==> config.mk <==
export PLATFORM = sky130hd
export DESIGN_NAME = spw_power_ctrl
export DESIGN_NICKNAME = d
export VERILOG_FILES = /design/src/verilog/spw_power_ctrl.v /design/src/verilog/spw_sync.v
export VERILOG_INCLUDE_DIRS = /design/src /design/src/verilog
export SDC_FILE = /design/constraint.sdc
export NUM_CORES = 1
export LEC_CHECK = 0
export BUFFER_PORTS_ARGS = -buffer_cell sky130_fd_sc_hd__clkbuf_2
export CAP_MARGIN = 20
export CORE_AREA = 10 10 47 49
export DETAILED_ROUTE_END_ITERATION = 12
export DIE_AREA = 0 0 57 59
export PLACE_DENSITY_LB_ADDON = 0.25
export SYNTH_ARGS = -nofsm -noshare
export SYNTH_HDL_FRONTEND = slang
export SYNTH_SLANG_ARGS = --single-unit
==> constraint.sdc <==
create_clock -name sys_clk -period 1.6 [get_ports sys_clk]
set_clock_uncertainty 0.15 [all_clocks]
set_input_delay 0.08 -clock sys_clk [delete_from_list [all_inputs] [get_ports sys_clk]]
set_output_delay 0.08 -clock sys_clk [all_outputs]
set_load 0.01 [all_outputs]
==> src/verilog/spw_map.vh <==
`ifndef SPW_MAP_VH
`define SPW_MAP_VH
// Pin function select: power function or general purpose I/O
`define SPW_FN_POWER 1'b0
`define SPW_FN_GPIO 1'b1
// Supply states, one bit wide
`define SPW_ST_OFF 1'b0
`define SPW_ST_ON 1'b1
// Wakeup source count
`define SPW_WAKE_SRCS 3
// Reset and idle levels
`define SPW_SYNC_RST 1'b1
`define SPW_SWITCH_IDLE 1'b1
`define SPW_WAKE_HIST_RST 1'b1
`define SPW_OFF_IDLE 1'b0
`define SPW_DIN_RST 1'b0
// Pin drive levels
`define SPW_OE_OFF 1'b0
`define SPW_OC_LOW 1'b0
`endif

==> src/verilog/spw_power_ctrl.v <==
`timescale 1ns/100ps
`include "spw_map.vh"
// Behaviour
// - Falling edge on power switch input drives supply request low.
// - Keyboard, mouse or serial receive activity also asserts supply request.
// - Supply request both powers up and releases supply for standby.
// - Supply request pin defaults to open-collector power output after reset.
// - Switch pin defaults to switch input after reset.
// - Reassigned pins act as bidirectional general purpose I/O bits.
module spw_power_ctrl #(
  parameter NWAKE = `SPW_WAKE_SRCS
) (
  // Clock and reset, trickle_supply domain
  input wire sys_clk,
  input wire nrst,
  // Power switch / general_io_pin_a pin
  input wire general_io_pin_a_in,
  output wire general_io_pin_a_out,
  output wire general_io_pin_a_oe,
  // Supply request / general_io_pin_b pin, open collector in its power role, driven both ways as general I/O
  input wire general_io_pin_b_in,
  output wire general_io_pin_b_out,
  output wire general_io_pin_b_oe,
  // Wakeup activity: keyboard, mouse, serial receive
  input wire [NWAKE-1:0] wake_evt,
  // Software control
  input wire power_off_cmd,
  input wire pin_a_gpio_sel,
  input wire pin_b_gpio_sel,
  input wire gpio_a_dout,
  input wire gpio_a_dir_out,
  input wire gpio_b_dout,
  input wire gpio_b_dir_out,
  // Status
  output reg gpio_a_din_ff,
  output reg gpio_b_din_ff,
  output reg supply_on_ff
);
  // Everything here runs from the trickle_supply domain, so it keeps
  // watching the switch and the wakeups while the main supply is off.

  // Synchronised pin and wakeup levels
  wire [1:0] pins_sync;
  wire [NWAKE-1:0] wake_sync;
  wire switch_level;
  wire req_pin_level;

  // Edge detectors
  reg button_prev_ff;
  reg off_prev_ff;
  wire [NWAKE-1:0] wake_rise;
  wire button_fall;
  wire wake_any;
  wire off_rise;

  // Supply state
  reg nxt_supply_on;
  wire power_on_evt;
  wire supply_on_request_n;

  // Pin function decode and drive
  wire pin_a_is_power;
  wire pin_b_is_power;
  reg drive_a_out;
  reg drive_a_oe;
  reg drive_b_out;
  reg drive_b_oe;

  // Supply states; one bit, so the state register is the request itself
  localparam [0:0] ST_OFF = `SPW_ST_OFF;
  localparam [0:0] ST_ON = `SPW_ST_ON;

  // All pin-side inputs cross two flops first. The synchroniser resets
  // high, which is the idle level of both pins but not of the wakeups,
  // so the wakeup history below must reset high as well.
  spw_sync #(.W(NWAKE + 2)) u_sync (
    .sys_clk(sys_clk),
    .nrst(nrst),
    .d_in({wake_evt, general_io_pin_b_in, general_io_pin_a_in}),
    .q_out({wake_sync, pins_sync})
  );

  // Name the synchronised pin levels
  assign switch_level = pins_sync[0];
  assign req_pin_level = pins_sync[1];

  // Function select decode; select low is the power role
  assign pin_a_is_power = (pin_a_gpio_sel == `SPW_FN_POWER);
  assign pin_b_is_power = (pin_b_gpio_sel == `SPW_FN_POWER);

  // One rising-edge detector per wakeup source, so a second source
  // still wakes while the first is held. The history resets high
  // because the synchroniser does: leaving reset must not look like
  // activity on every source at once.
  genvar gi;
  generate
    for (gi = 0; gi < NWAKE; gi = gi + 1) begin : g_wake
      reg prev_ff;
      always @(posedge sys_clk or negedge nrst) begin
        if (!nrst) begin
          prev_ff <= `SPW_WAKE_HIST_RST;
        end else begin
          prev_ff <= wake_sync[gi];
        end
      end
      assign wake_rise[gi] = wake_sync[gi] && !prev_ff;
    end
  endgenerate

  // Wakeup from any source
  assign wake_any = |wake_rise;

  // Switch edge only counts while the pin is in its power role; a
  // general I/O bit toggling low must not start the supply
  assign button_fall = pin_a_is_power && button_prev_ff && !switch_level;

  // Any cause that powers the system up
  assign power_on_evt = button_fall || wake_any;

  // Edge of the command, so a held command cannot fight a later wakeup
  assign off_rise = power_off_cmd && !off_prev_ff;

  // Supply state: a wakeup beats an off command in the same cycle, so a
  // press racing a software shutdown never leaves the machine dark
  always @* begin
    nxt_supply_on = supply_on_ff;
    case (supply_on_ff)
      ST_OFF: begin
        if (power_on_evt) begin
          nxt_supply_on = ST_ON;
        end
      end
      ST_ON: begin
        if (off_rise && !power_on_evt) begin
          nxt_supply_on = ST_OFF;
        end
      end
      default: begin
        nxt_supply_on = ST_OFF;
      end
    endcase
  end

  // Supply state register; off out of reset so a cold start stays dark
  // until a press or a wakeup arrives
  always @(posedge sys_clk or negedge nrst) begin
    if (!nrst) begin
      supply_on_ff <= ST_OFF;
    end else begin
      supply_on_ff <= nxt_supply_on;
    end
  end

  // Switch history starts at the pull-up level, so no false press
  always @(posedge sys_clk or negedge nrst) begin
    if (!nrst) begin
      button_prev_ff <= `SPW_SWITCH_IDLE;
    end else begin
      button_prev_ff <= switch_level;
    end
  end

  // Command history starts idle; a command already high at release
  // reads as a rise, harmless since the supply starts off anyway
  always @(posedge sys_clk or negedge nrst) begin
    if (!nrst) begin
      off_prev_ff <= `SPW_OFF_IDLE;
    end else begin
      off_prev_ff <= power_off_cmd;
    end
  end

  // Registered level of pin A for software reads
  always @(posedge sys_clk or negedge nrst) begin
    if (!nrst) begin
      gpio_a_din_ff <= `SPW_DIN_RST;
    end else begin
      gpio_a_din_ff <= switch_level;
    end
  end

  // Registered level of pin B for software reads
  always @(posedge sys_clk or negedge nrst) begin
    if (!nrst) begin
      gpio_b_din_ff <= `SPW_DIN_RST;
    end else begin
      gpio_b_din_ff <= req_pin_level;
    end
  end

  // Request level as it would stand on an active-low pin
  assign supply_on_request_n = ~supply_on_ff;

  // Pin A: an input only in its switch role, so the panel switch and
  // its pull-up own the line; general I/O drives when set as output
  always @* begin
    drive_a_out = gpio_a_dout;
    drive_a_oe = `SPW_OE_OFF;
    if (pin_a_gpio_sel == `SPW_FN_GPIO) begin
      drive_a_oe = gpio_a_dir_out;
    end
  end

  // Pin B: open collector in its power role, pulling low only while the
  // supply is requested and floating otherwise, so the supply's own
  // pull-up turns it off even when this domain is not driving
  always @* begin
    if (pin_b_is_power) begin
      drive_b_out = `SPW_OC_LOW;
      drive_b_oe = !supply_on_request_n;
    end else begin
      drive_b_out = gpio_b_dout;
      drive_b_oe = gpio_b_dir_out;
    end
  end

  // Pin drivers
  assign general_io_pin_a_out = drive_a_out;
  assign general_io_pin_a_oe = drive_a_oe;
  assign general_io_pin_b_out = drive_b_out;
  assign general_io_pin_b_oe = drive_b_oe;
endmodule // spw_power_ctrl

==> src/verilog/spw_sync.v <==
`timescale 1ns/100ps
`include "spw_map.vh"
// Two-flop synchroniser, one per bit
module spw_sync #(
  parameter W = 1
) (
  // Clock and reset
  input wire sys_clk,
  input wire nrst,
  // Data
  input wire [W-1:0] d_in,
  output wire [W-1:0] q_out
);
  reg [W-1:0] meta_ff;
  reg [W-1:0] sync_ff;

  // First stage feeds only the second
  always @(posedge sys_clk or negedge nrst) begin
    if (!nrst) begin
      meta_ff <= {W{`SPW_SYNC_RST}}; // Pull-up level of the pins
      sync_ff <= {W{`SPW_SYNC_RST}};
    end else begin
      meta_ff <= d_in;
      sync_ff <= meta_ff;
    end
  end
  assign q_out = sync_ff;
endmodule // spw_sync

==> impl_metrics.tcl <==
set metrics [dict create \
    finalSetupTns_ps 0 \
    viasPerCell 4.39 \
    maxSlewHeadroom_pct 72.3 \
    cts_root_buffer "clkbuf_4" \
    ir_drop_mv 0.718 \
    dr.first_iter.drc_count 3 \
    r2r_setup_slack_ps 380 \
    drtPass1Iterations 4 \
    synth_adder_area_share_pct 0 \
    fmax_mhz 767 \
    cp_data_required_time_ps 1370 \
    avgSynthCellArea_um2 17.5 \
    grt_setup_unrepaired "no" \
    reg2regPathDepth 3 \
    yosysUniqueCellTypes 11 \
    start_util_pct 38.7 \
    min_from "gpio_a_dout" \
    grt.overflow.total 0 \
    dieHeight_um 59 \
    cts_buffer_depth 2 \
    clock_latency_ps 290 \
    placeableCoreArea_um2 1400 \
    power_density_nw_per_um2 1050 \
    setup_viol 0 \
    antenna_found_initial 0 \
    antenna_left 0 \
    worst_slew_pin_slew_ps 415 \
    whs_endpoint "general_io_pin_a_out" \
    ys_ff_latch 18 \
    synth_top_family_by_area "simple AND/OR/NAND/NOR gates" \
    routed_wl_um 958 \
    r2r-start "g_wake[0].prev_ff" \
    drt-wirelength-per-cell_um 12.6 \
    cts_resized 0 \
    grt_pass1_vias 397 \
    fin_nets 75 \
    synth-simple-area-share_pct 4.62 \
    area_growth_pct 38.6 \
    postCtsSetupRepairBufs 0 \
    reg2reg_to "supply_on_ff" \
    layout-drive-gt1-share_pct 60.0 \
    clock-sinks 18 \
    io_pins 21 \
    h-tree-depth 1 \
    crit_path_end_kind "primary output" \
    cts_tree "done" \
    std_cell_rows 14 \
    start_kind "flop" \
    grt_pass1_wl_mm 1.67 \
    leakage_nw 0.353 \
    grt_max_degree 19 \
    n_fill_cell 133 \
    final_area_um2 751 \
    grt_use_total_pct 6.51 \
    port_buffers 18 \
    final.period_utilization_pct 81.4 \
    seq_area_frac_synth_pct 86.4 \
    min_delay_path_depth 0 \
    hold_class "primary input to primary output" \
    critPathArrivalTime_ps 1070 \
    finalMaxSlewViolations 0 \
    numCtsBuffers 3 \
    drc 0 \
    gp_congestion 0.589 \
    num_vias 334 \
    synth-compound-area-share_pct 2.77 \
    syn_nets 45 \
    critical_path_class "flop to primary output" \
    status "finished clean" \
    netlist_area_um2 542 \
    crit_path_max_fanout 3 \
    maxCapViolCount 0 \
    synthMuxAreaShare_pct 2.08 \
    cts.reportedPaths.clkPinSlew_ps 100 \
    period_needed_ps 1300 \
    ys_warn_count 0 \
    fp.dieW_um 57 \
    syn_inst 31 \
    synth-xor-area-share_pct 0 \
    final-hold-violation-count 0 \
    placed_cell_area_um2 644 \
    dieArea_um2 3360 \
    n_antenna_cell 0 \
    holdBufCountCts 8 \
]
==> report_power, final <==
group / leakage [nW] / internal, mW / switching (mW)
sequential: 0.192 / 0.492 / 0.00849
clock: 0.0150 / 0.0968 / 0.126
combinational: 0.146 / 0.0354 / 0.0274
==> worst max path at each step <==
stage / start / end / slack (ps)
floorplan: g_wake[0].prev_ff / supply_on_ff / 400
global placement: g_wake[0].prev_ff / supply_on_ff / 390
detailed placement: g_wake[0].prev_ff / supply_on_ff / 370
CTS: supply_on_ff / general_io_pin_b_oe / 270
global route: supply_on_ff / general_io_pin_b_oe / 220
finish: supply_on_ff / general_io_pin_b_oe / 300
==> kinds of logic (layout without fill, tap and decap cells) <==
group           Yosys count  in the layout
simple gates              5              5
compound gates            2              2
flops                    18             18
mux                       1              1
buf+inv                   5             34
==> cell usage after synthesis <==
| library cell | number | area share (%) |
|---|---|---|
| buf_4 | 1 | 1.4 |
| inv_1 | 4 | 2.8 |
| mux2_2 | 1 | 2.1 |
| nand2_1 | 1 | 0.69 |
| a222oi_1 | 1 | 1.8 |
| dfstp_2 | 14 | 68 |
| and2_1 | 2 | 2.3 |
| dfrtp_1 | 4 | 18 |
| nor2_1 | 1 | 0.69 |
| nand3_1 | 1 | 0.92 |
| o21ai_0 | 1 | 0.92 |
==> registers in the layout (all words and copies together) (netlist names) <==
name / count
g_wake.prev_ff: 3
button_prev_ff: 1
supply_on_ff: 1
u_sync.q_out: 5
u_sync.meta_ff: 5
off_prev_ff: 1
gpio_b_din_ff: 1
gpio_a_din_ff: 1
==> layout by cell type (no fill, tap or decap), drive strengths merged <==
master,count
dfrtp,4
dfstp,14
nor2,1
inv,4
clkbuf,22
nand2,1
mux2,1
and2,2
dlygate4sd3,8
a222oi,1
nand3,1
o21ai,1
==> metal layers <==
metal | routed length (µm) | track usage, % | up-vias
li1 | - | - | 153
met1 | 351 | 5.50 | 163
met2 | 491 | 10.9 | 16
met3 | 97 | 4.08 | 2
met4 | 17 | 5.03 | 0
met5 | 0 | 0 | -
==> layout make-up <==
| cell class | count | area [µm²] | area share, % |
|---|---|---|---|
| inverter | 4 | 15.0 | 2.00 |
| clock buffer | 4 | 26.3 | 3.50 |
| timing repair buffer | 26 | 170 | 22.7 |
| sequential | 18 | 468 | 62.3 |
| multi-input combinational | 8 | 51.3 | 6.83 |
| tap | 16 | 20.0 | 2.67 |
==> worst max-delay path: stages, from the launching register on <==
cell and delay [ps]:
dfrtp_1 400, mux2_2 260, clkbuf_2 130
==> through the flow <==
step | utilization (%) | power [mW] | setup slack [ps] | hold slack, ps | instances
4_1_cts | 53.6 | 0.804 | 268 | 10.1 | 76
2_1_floorplan | - | 0.524 | 404 | -366 | 31
3_3_place_gp | 46.0 | 0.555 | 389 | -124 | 64
6_report | 53.6 | 0.786 | 297 | 10.1 | 76
3_5_place_dp | 46.0 | 0.558 | 368 | -119 | 64
5_1_grt | 53.6 | 0.831 | 217 | 10.1 | 76
No activity file was read; power rests on OpenSTA's default activity.
